$ cat config.mk
export PLATFORM = sky130hd
export DESIGN_NAME = mssc_top
export DESIGN_NICKNAME = d
export VERILOG_FILES = /design/src/hdl/mssc_pkg.sv /design/src/hdl/mssc_top.sv
export VERILOG_INCLUDE_DIRS = /design/src /design/src/hdl
export SDC_FILE = /design/constraint.sdc
export NUM_CORES = 1
export LEC_CHECK = 0
export BUFFER_PORTS_ARGS = -buffer_cell sky130_fd_sc_hd__buf_4
export CAP_MARGIN = 25
export CORE_MARGIN = 5
export CORE_UTILIZATION = 60
export DETAILED_ROUTE_END_ITERATION = 10
export PLACE_DENSITY = 0.81
export RECOVER_POWER = 50
export SLEW_MARGIN = 30
export SYNTH_ARGS = -nofsm -noshare
export SYNTH_HDL_FRONTEND = slang
export SYNTH_SLANG_ARGS = --single-unit
export TNS_END_PERCENT = 20
$ cat constraint.sdc
create_clock -name mclk_i -period 3.6 [get_ports mclk_i]
set_input_delay 0.36 -clock mclk_i [delete_from_list [all_inputs] [get_ports mclk_i]]
set_output_delay 0.36 -clock mclk_i [all_outputs]
set_load 0.05 [all_outputs]
$ cat src/hdl/mssc_regs.svh
// Timing counts, field positions and codes of the status and mode-control block.
`ifndef MSSC_REGS_SVH
`define MSSC_REGS_SVH
`define MSSC_CLK_MHZ 250
`define MSSC_SWITCH_US 1000
`define MSSC_SWITCH_CYC (`MSSC_SWITCH_US * `MSSC_CLK_MHZ)
`define MSSC_SETTLE_US 2000
`define MSSC_SETTLE_CYC (`MSSC_SETTLE_US * `MSSC_CLK_MHZ)
`define MSSC_UV_MS 500
`define MSSC_OV_MS 1000
`define MSSC_OT_MS 2000
`define MSSC_LOG_MS 500
`define MSSC_MS_CYC (1000 * `MSSC_CLK_MHZ)
`define MSSC_SELFTEST_CYC 32'd64
`define MSSC_RELOAD_CYC 32'd32
`define MSSC_CFG_LOG_BIT 2
`define MSSC_CFG_DEFAULT 8'h00
`define MSSC_ADDR_ALL 16'hffff
`define MSSC_LOG_FILL 8'hff
`define MSSC_CODE_UV 8'h01
`define MSSC_CODE_OV 8'h02
`define MSSC_CODE_OT 8'h03
`define MSSC_CODE_OVOT 8'h04
`endif

$ cat src/hdl/mssc_pkg.sv
// Types shared by the status and mode-control block.
package mssc_pkg;
  typedef enum logic [1:0] {
    MSSC_MODE_XFER,
    MSSC_MODE_WOR,
    MSSC_MODE_CFG,
    MSSC_MODE_SLEEP
  } mssc_mode_t;
  typedef struct packed {
    logic under_volt;
    logic over_volt;
    logic over_temp;
  } mssc_fault_t;
  typedef struct packed {
    logic tx_buf_busy;
    logic rx_out_busy;
    logic user_data_busy;
  } mssc_busy_t;
  typedef struct packed {
    logic [15:0] own_addr;
    logic [15:0] dest_addr;
    logic [7:0] own_chan;
    logic [7:0] pkt_chan;
  } mssc_addr_t;
endpackage : mssc_pkg

$ cat src/hdl/mssc_top.sv
// Busy indicator, mode selection, address filter and fault reporting logic.
`timescale 1ns/10ps
`include "mssc_regs.svh"
module mssc_top (
  // Clock and reset.
  input wire logic mclk_i,
  input wire logic srst_i,
  // Mode pins and busy sources.
  input wire logic mode_select_low_i,
  input wire logic mode_select_high_i,
  input wire mssc_pkg::mssc_busy_t busy_src_i,
  // Faults and configuration.
  input wire mssc_pkg::mssc_fault_t fault_i,
  input wire logic [7:0] cfg_reg04_i,
  // Received packet address check.
  input wire mssc_pkg::mssc_addr_t addr_i,
  // Fault log byte stream.
  input wire logic log_ready_i,
  output logic log_valid_o,
  output logic [7:0] log_data_o,
  // Status and mode outputs.
  output logic busy_n_o,
  output logic fault_led_o,
  output mssc_pkg::mssc_mode_t mode_o,
  output logic serial_en_o,
  output logic radio_rx_en_o,
  output logic radio_tx_en_o,
  output logic cfg_access_o,
  output logic rx_accept_o
);
  import mssc_pkg::*;

  // ----------------------------------------------------------------
  // Decode helpers.
  // ----------------------------------------------------------------
  function automatic mssc_mode_t mssc_decode(input logic hi, input logic lo);
    mssc_decode = mssc_mode_t'({hi, lo});
  endfunction : mssc_decode

  function automatic logic [7:0] mssc_code(input mssc_fault_t f);
    if (f.over_volt && f.over_temp) begin
      mssc_code = `MSSC_CODE_OVOT;
    end else if (f.over_volt) begin
      mssc_code = `MSSC_CODE_OV;
    end else if (f.over_temp) begin
      mssc_code = `MSSC_CODE_OT;
    end else begin
      mssc_code = `MSSC_CODE_UV;
    end
  endfunction : mssc_code

  function automatic logic mssc_all_ones(input logic [15:0] a);
    mssc_all_ones = (a == `MSSC_ADDR_ALL);
  endfunction : mssc_all_ones

  // ----------------------------------------------------------------
  // Mode control and busy indicator.
  // ----------------------------------------------------------------
  typedef enum logic [1:0] {MSSC_ST_INIT, MSSC_ST_RUN, MSSC_ST_WAIT} mssc_st_t;
  mssc_st_t st_reg, st_next;
  mssc_mode_t mode_reg, mode_next;
  logic [31:0] cnt_reg, cnt_next;
  logic [31:0] hold_reg, hold_next;
  logic busy_reg, busy_next;
  logic src_busy;
  mssc_mode_t pin_mode;

  assign pin_mode = mssc_decode(mode_select_high_i, mode_select_low_i);
  assign src_busy = busy_src_i.tx_buf_busy | busy_src_i.rx_out_busy
                  | busy_src_i.user_data_busy;

  always_comb begin
    st_next = st_reg;
    mode_next = mode_reg;
    cnt_next = cnt_reg;
    hold_next = hold_reg;
    case (st_reg)
      MSSC_ST_INIT: begin
        if (cnt_reg != 32'd0) begin
          cnt_next = cnt_reg - 32'd1;
        end else if (src_busy) begin
          cnt_next = 32'd0;
        end else begin
          mode_next = pin_mode;
          st_next = MSSC_ST_RUN;
          hold_next = `MSSC_SETTLE_CYC;
        end
      end
      MSSC_ST_RUN: begin
        if (hold_reg != 32'd0 && !src_busy) begin
          hold_next = hold_reg - 32'd1;
        end
        if (src_busy) begin
          hold_next = `MSSC_SETTLE_CYC;
        end else if (pin_mode != mode_reg) begin
          if (hold_reg == 32'd0) begin
            cnt_next = 32'd0;
          end else begin
            cnt_next = hold_reg;
          end
          st_next = MSSC_ST_WAIT;
        end
      end
      MSSC_ST_WAIT: begin
        if (src_busy) begin
          st_next = MSSC_ST_RUN;
          hold_next = `MSSC_SETTLE_CYC;
        end else if (cnt_reg != 32'd0) begin
          cnt_next = cnt_reg - 32'd1;
        end else if (mode_reg == MSSC_MODE_SLEEP && pin_mode != MSSC_MODE_SLEEP) begin
          st_next = MSSC_ST_INIT;
          cnt_next = `MSSC_RELOAD_CYC;
        end else begin
          mode_next = pin_mode;
          st_next = MSSC_ST_RUN;
          hold_next = 32'd0;
        end
      end
      default: begin
        st_next = MSSC_ST_INIT;
      end
    endcase
  end

  always_ff @(posedge mclk_i) begin
    if (srst_i) begin
      st_reg <= MSSC_ST_INIT;
      mode_reg <= MSSC_MODE_XFER;
      cnt_reg <= `MSSC_SELFTEST_CYC;
      hold_reg <= 32'd0;
    end else begin
      st_reg <= st_next;
      mode_reg <= mode_next;
      cnt_reg <= cnt_next;
      hold_reg <= hold_next;
    end
  end

  // ----------------------------------------------------------------
  // Busy indicator.
  // ----------------------------------------------------------------
  always_comb begin
    busy_next = !(st_reg == MSSC_ST_INIT || src_busy);
  end

  always_ff @(posedge mclk_i) begin
    if (srst_i) begin
      busy_reg <= 1'b0;
    end else begin
      busy_reg <= busy_next;
    end
  end

  // ----------------------------------------------------------------
  // Status outputs.
  // ----------------------------------------------------------------
  logic run_active;
  assign run_active = (st_reg != MSSC_ST_INIT);
  assign busy_n_o = busy_reg;
  assign mode_o = mode_reg;
  assign serial_en_o = run_active && (mode_reg != MSSC_MODE_SLEEP);
  assign radio_rx_en_o = run_active
                       && (mode_reg == MSSC_MODE_XFER || mode_reg == MSSC_MODE_WOR);
  assign radio_tx_en_o = radio_rx_en_o && (fault_i == 3'b000);
  assign cfg_access_o = run_active && (mode_reg == MSSC_MODE_CFG);

  // ----------------------------------------------------------------
  // Address filter.
  // ----------------------------------------------------------------
  logic acc_reg, acc_next;
  always_comb begin
    acc_next = 1'b0;
    if (addr_i.own_chan == addr_i.pkt_chan) begin
      if (mssc_all_ones(addr_i.dest_addr)) begin
        acc_next = 1'b1;
      end else if (mssc_all_ones(addr_i.own_addr)) begin
        acc_next = 1'b1;
      end else if (addr_i.dest_addr == addr_i.own_addr) begin
        acc_next = 1'b1;
      end
    end
  end
  always_ff @(posedge mclk_i) begin
    if (srst_i) begin
      acc_reg <= 1'b0;
    end else begin
      acc_reg <= acc_next;
    end
  end
  assign rx_accept_o = acc_reg;

  // ----------------------------------------------------------------
  // Fault indicator.
  // ----------------------------------------------------------------
  logic [31:0] blink_reg, blink_next;
  logic led_reg, led_next;
  logic [31:0] half;
  logic any_fault;

  assign any_fault = fault_i != 3'b000;

  always_comb begin
    half = `MSSC_UV_MS * `MSSC_MS_CYC;
    if (fault_i.over_temp) begin
      half = `MSSC_OT_MS * `MSSC_MS_CYC;
    end
    if (fault_i.over_volt) begin
      half = `MSSC_OV_MS * `MSSC_MS_CYC;
    end
    blink_next = blink_reg + 32'd1;
    led_next = led_reg;
    if (!any_fault) begin
      blink_next = 32'd0;
      led_next = 1'b0;
    end else if (fault_i.over_volt && fault_i.over_temp) begin
      blink_next = 32'd0;
      led_next = 1'b1;
    end else if (blink_reg >= half - 32'd1) begin
      blink_next = 32'd0;
      led_next = !led_reg;
    end
  end

  always_ff @(posedge mclk_i) begin
    if (srst_i) begin
      blink_reg <= 32'd0;
      led_reg <= 1'b0;
    end else begin
      blink_reg <= blink_next;
      led_reg <= led_next;
    end
  end
  assign fault_led_o = led_reg;

  // ----------------------------------------------------------------
  // Fault log.
  // ----------------------------------------------------------------
  logic [31:0] logt_reg, logt_next;
  logic [2:0] byte_reg, byte_next;
  logic [7:0] ldat_reg, ldat_next;

  always_comb begin
    logt_next = logt_reg + 32'd1;
    byte_next = byte_reg;
    ldat_next = ldat_reg;
    if (!any_fault) begin
      logt_next = 32'd0;
    end
    if (byte_reg != 3'd0) begin
      if (log_ready_i) begin
        byte_next = byte_reg - 3'd1;
        if (byte_reg == 3'd2) begin
          ldat_next = mssc_code(fault_i);
        end else begin
          ldat_next = `MSSC_LOG_FILL;
        end
      end
    end else if (any_fault && logt_reg >= `MSSC_LOG_MS * `MSSC_MS_CYC - 32'd1) begin
      logt_next = 32'd0;
      if (cfg_reg04_i[`MSSC_CFG_LOG_BIT]) begin
        byte_next = 3'd4;
        ldat_next = `MSSC_LOG_FILL;
      end
    end
  end

  always_ff @(posedge mclk_i) begin
    if (srst_i) begin
      logt_reg <= 32'd0;
      byte_reg <= 3'd0;
      ldat_reg <= 8'h00;
    end else begin
      logt_reg <= logt_next;
      byte_reg <= byte_next;
      ldat_reg <= ldat_next;
    end
  end

  assign log_valid_o = byte_reg != 3'd0;
  assign log_data_o = ldat_reg;
endmodule : mssc_top

==> impl_metrics.yaml, run 1 <==
detailed_routing:
  avgViaCountPerCell: 6.10
  routedWlPerCell_um: 16.4
  drt-total-wl_mm: 20.9
  vias: 7804
  ant_nets: 0
  drcViolationCount: 0
  drt_iter0_drc: 713
  first_pass_iters: 5
logic_synthesis:
  seq_area_frac_synth: 0.348
  synth-edff-count: 0
  synth.most_common_cell: "nor2_1"
  synth_area_per_cell_um2: 7.96
  synth.top_cells.by_area: "dfxtp_1, nor2_1, ha_1"
  synth_ff_type: "dfxtp_1"
  synth_top_area_cell: "dfxtp_1"
  synth_cell_type_count: 62
  yosysTopAreaCellShare: 0.348
  synth_cells: 1025
  synth_warnings: 0
  synthArstFlopShare: 0
  ys_top_cells_by_count: "nor2_1, dfxtp_1, nand2_1"
  ys_ff_latch: 142
  syn_area_mm2: 0.00816
setup_path:
  crit_required_ns: 3.95
  worstReg2RegStart: "cnt_reg[24]"
  crit_top_cell: "or4_1"
  cp_slowest_stage_delay_ns: 0.67
  crit_fanout: 29
  critical_path.startpoint_type: "flip-flop"
  end_kind: "flip-flop"
  crit_arrival_ns: 3.56
  crit_chain: "or4_4, or4_1, o31ai_4, nand3_2, or4_1, a21oi_1"
  critPathKind: "reg -> reg"
  r2r_cells: 6
  r2r_end: "hold_reg[21]"
  cpMaxStageDelayCell: "or4_1"
  reg2reg_slack_ns: 0.39
sta:
  finalCritPeriodShare: 0.891
  fin_crit_ns: 3.21
  slew_headroom: 0.0735
  final-max-slew-violation-count: 0
  finalSetupViolations: 0
  fin_tns_setup_ns: 0
  final_hold_viol_count: 0
  fmax_mhz: 312
  rsz0062_at_grt: "false"
  skew_ns: 0.00644
  holdWs_ns: 0.192
  worstMarginPinSlew_ns: 1.39
die:
  core_region_area_mm2: 0.0133
  die_area_mm2: 0.0160
  die_y_um: 127
  die_w_um: 127
  num_rows: 42
  io_pins: 85
  initial_core_util: 0.614
pwr:
  pwr-share-clk: 0.353
  switching_share: 0.336
  static-leakage-power_nw: 3.53
  powerDensity_mw_per_mm2: 539
  vdd_drop_max_mv: 0.376
  combPwrFrac: 0.285
  p_int_mw: 3.38
  p_switching_mw: 1.70
  p_seq_frac: 0.362
min_path:
  hold_path_end: "mode_o[0]"
  hold_path.class: "in -> reg"
  holdPathStages: 3
  hp-start: "mode_select_low_i"
grt:
  antenna_found_initial: 0
  grt.overflow.total: 0
  grt_pass1_wl_mm: 35.5
  grt_max_degree: 47
  grt_usage: 0.267
  grt_pass1_vias: 7448
final_layout:
  nets: 1196
  final-seq-area_mm2: 0.00284
  area_growth_pct: 15.4
  multi_input_area_mm2: 0.00500
  fillers: 1077
  num_antenna_cells: 0
  drive_gt1_frac: 0.111
  fin_util: 0.708
outcome:
  status: "completed"
clock_tree:
  htreeDepth: 4
  clock_sinks: 142
  cts_resized: 0
  cts_hold_buf: 0
  clk_pin_slew_worst_paths_ns: 0.06
  clk_path_buf_depth: 2
  cts_buffers: 17
  cts_setup_buffers: 0
  insertion_delay_ns: 0.43
  clock-root-buffer: "clkbuf_16"
  cts_tree: "yes"
placement:
  hpwl_mm: 14.4
  place.gp.congestion: 0.868
  port_buffers: 77
job:
  maxCapViolCount: 0
logic make-up (layout without fill, tap and decap cells):
logic type | count (synthesis) | count (layout) | synth area share
buf+inv | 83 | 160 | 0.0415
simple gates | 441 | 441 | 0.271
mux | 4 | 4 | 0.00506
compound gates | 218 | 218 | 0.170
fa+ha+maj | 38 | 38 | 0.0583
other cells | 1 | 3 | 0.000459
xor+xnor | 98 | 98 | 0.105
flops | 142 | 142 | 0.348
stage by stage:
stage	std cells	power [mW]	area (um^2)	setup WS (ns)
detailed placement	1248	3.29	8900	0.453
global route	1280	5.35	9420	0.201
CTS	1280	5.09	9500	0.403
global placement	1248	3.26	8900	0.522
finish	1280	5.08	9420	0.392
floorplan	1027	2.89	8170	0.816
power groups by stage:
stage	registers, mW	logic (mW)	clock network (mW)
floorplan	1.85	1.04	0
global placement	1.86	1.40	0
detailed placement	1.86	1.43	0
CTS	1.83	1.45	1.81
global route	1.86	1.60	1.89
finish	1.84	1.45	1.79
final cells by class:
| type | count | area share |
|---|---|---|
| Clock inverter | 11 | 0.0149 |
| Inverter | 31 | 0.0124 |
| Sequential cell | 142 | 0.302 |
| Timing Repair Buffer | 97 | 0.0682 |
| Tap cell | 176 | 0.0234 |
| Clock buffer | 21 | 0.0489 |
| Multi-Input combinational cell | 802 | 0.530 |
how the worst max path moves through the flow:
| stage | startpoint | end | slack, ns | cells past startpoint |
|---|---|---|---|---|
| final | cnt_reg[24] | hold_reg[21] | 0.39 | 6 |
| after global routing | logt_reg[0] | logt_reg[14] | 0.20 | 8 |
| after detailed placement | cnt_reg[24] | hold_reg[22] | 0.45 | 6 |
| after global placement | cnt_reg[24] | hold_reg[22] | 0.52 | 6 |
| after floorplan | cnt_reg[24] | hold_reg[23] | 0.82 | 9 |
| after CTS | cnt_reg[24] | hold_reg[21] | 0.40 | 6 |
worst max-delay path: cells and delay by family, from the launching register on:
family	cells	cell delay (ns)
AO/OA/AOI/OAI	2	0.48
AND/OR/NAND/NOR	4	2.27
flip-flops	1	0.36
routing by layer:
layer / vias up / track usage / part of all wire
met1: 3633 / 0.348 / 0.44
met4: 0 / 0.0984 / 0.022
li1: 3833 / - / -
met5: - / 0 / 0
met3: 46 / 0.0618 / 0.075
met2: 292 / 0.432 / 0.46
layout by cell type, fill, tap and decap left out, drive strengths merged, types with 38 or more instances in the layout:
cell and n:
buf 74, o21ai 61, ha 38, xor2 50, clkbuf 44, xnor2 48
nor2 147, a21oi 69, nand2 70, dfxtp 142, nand4 38
Power figures use the tool's default switching activity.
==> run 2: changes to the inputs <==
Settings changed: BUFFER_PORTS_ARGS -buffer_cell sky130_fd_sc_hd__buf_4 to default, CORE_UTILIZATION 60 to 64, DONT_BUFFER_PORTS from default to 1, PLACE_DENSITY 0.81 to 0.8, RECOVER_POWER 50 to default.
==> run 2 against run 1 <==
Against the previous run:
- register-to-register slack improved by 0.11 ns
- critical path depth rose by 1
- sequential share of layout area up 1.3 points
- first-iteration DRC count decreased by 11%
- non-clock buffer count decreased by 73
- sequential cell count is the same
- total power increased by 0.26%
- count of clock-buffer cells in the layout decreased by 2
- cell count shrank 6.0%
- sequential power about the same
- clock skew is 0.00061 ns lower
- hold slack worse by 0.16 ns
- critical path type unchanged
- highest routed layer unchanged
==> impl_metrics.yaml, run 2 (synthesis gave the netlist of run 1 again) <==
pwr:
  switching_share: 0.333
  powerDensity_mw_per_mm2: 563
  p_seq_frac: 0.366
  combPwrFrac: 0.264
  p_int_mw: 3.40
  static-leakage-power_nw: 3.28
  pwr-share-clk: 0.370
  vdd_drop_max_mv: 0.393
  p_switching_mw: 1.70
job:
  maxCapViolCount: 0
min_path:
  holdPathStages: 1
  hold_path.class: "in -> reg"
sta:
  fmax_mhz: 322
  finalCritPeriodShare: 0.862
  rsz0062_at_grt: "false"
  worstMarginPinSlew_ns: 0.906
  finalSetupViolations: 0
  holdWs_ns: 0.0324
  fin_crit_ns: 3.10
  skew_ns: 0.00583
  setup_ws_ns: 0.497
  final-max-slew-violation-count: 0
  fin_tns_setup_ns: 0
  final_hold_viol_count: 0
  slew_headroom: 0.396
setup_path:
  crit_chain: "or4_4, or4_1, or3_1, o21a_1, buf_4, o21ai_0, nor2_1"
  crit_fanout: 18
  critical_path.startpoint_type: "flip-flop"
  critPathKind: "reg -> reg"
  reg2reg_slack_ns: 0.50
  r2r_cells: 7
  cp_slowest_stage_delay_ns: 0.59
  cpMaxStageDelayCell: "or4_4"
  end_kind: "flip-flop"
  crit_required_ns: 3.90
  crit_arrival_ns: 3.41
placement:
  place_ws_ns: 0.555
  hpwl_mm: 14.0
  place.gp.congestion: 0.845
  placed_area_mm2: 0.00837
  port_buffers: 0
final_layout:
  fillers: 978
  multi_input_area_mm2: 0.00502
  final-seq-area_mm2: 0.00284
  design_area_mm2: 0.00904
  nets: 1123
  layout_commonest_cell: "nor2_1"
  drive_gt1_frac: 0.0727
  area_growth_pct: 10.7
  num_antenna_cells: 0
  layout_common_cells: "nor2_1, dfxtp_1, nand2_1, a21oi_1, o21ai_0"
clock_tree:
  insertion_delay_ns: 0.43
  clk_pin_slew_worst_paths_ns: 0.06
  cts_tree: "yes"
  cts_buffers: 17
  clk_path_buf_depth: 2
  htreeDepth: 4
  clock-root-buffer: "clkbuf_16"
  clock_sinks: 142
  cts_resized: 0
detailed_routing:
  drt-total-wl_mm: 20.7
  first_pass_iters: 5
  drcViolationCount: 0
  routedWlPerCell_um: 17.2
  vias: 7466
  drt_iter0_drc: 636
  avgViaCountPerCell: 6.21
  ant_nets: 0
die:
  die_area_mm2: 0.0151
  die_w_um: 123
  core_region_area_mm2: 0.0126
  num_rows: 41
  initial_core_util: 0.649
  io_pins: 85
  die_y_um: 123
outcome:
  status: "completed"
grt:
  grt.overflow.total: 0
  grt_pass1_wl_mm: 34.4
  grt_usage: 0.285
  grt_max_degree: 34
  antenna_found_initial: 0
  grt_pass1_vias: 7170
## run 2: final cells by class
type                    instances  share of cell area
multi-input cells             802               0.555
well taps                     172              0.0238
clock inverters                13              0.0208
flip-flops and latches        142               0.315
clock buffers                  19              0.0490
inverters                      31              0.0129
repair buffers                 24              0.0235
## run 2: through the flow
| step | std cells | utilization | total power, mW |
|---|---|---|---|
| 6_report | 1203 | 0.719 | 5.09 |
| 5_1_grt | 1203 | 0.719 | 5.36 |
| 4_1_cts | 1203 | 0.719 | 5.09 |
| 2_1_floorplan | 1027 | - | 2.89 |
| 3_5_place_dp | 1168 | 0.666 | 3.19 |
| 3_3_place_gp | 1168 | 0.666 | 3.17 |
## run 2: repair_timing
item                      4_1_cts  5_1_grt
hold endpoints to repair       15        0
hold buffers                    3        0
setup buffers                   0        0
## run 2: routing by layer
| layer | up-vias | wire length (um) | track usage |
|---|---|---|---|
| li1 | 3685 | - | - |
| met1 | 3468 | 8770 | 0.352 |
| met2 | 261 | 10000 | 0.478 |
| met3 | 52 | 1390 | 0.0746 |
| met4 | 0 | 575 | 0.104 |
| met5 | - | 0 | 0 |
## run 2: power groups by stage
stage | Sequential, mW | Combinational (mW) | Clock (mW)
floorplan | 1.85 | 1.04 | 0
detailed placement | 1.89 | 1.30 | 0
CTS | 1.86 | 1.33 | 1.90
global placement | 1.89 | 1.28 | 0
global route | 1.88 | 1.49 | 2.00
finish | 1.86 | 1.35 | 1.88
## run 2: critical path, delay by kind of cell, from the launching register on
kind                   cells  cell delay [ns]
and+or+nand+nor            4             1.77
AOI/OAI and AO/OA          2             0.54
DFF                        1             0.37
buffers and inverters      1             0.29
## run 2: path summary, 6_finish.rpt
| kind | start | to |
|---|---|---|
| worst max-delay path | cnt_reg[24] | cnt_reg[31] |
| worst min-delay path | srst_i | busy_n_o |
| worst max register to register | cnt_reg[24] | cnt_reg[31] |
| worst min register to register | logt_reg[0] | logt_reg[0] |
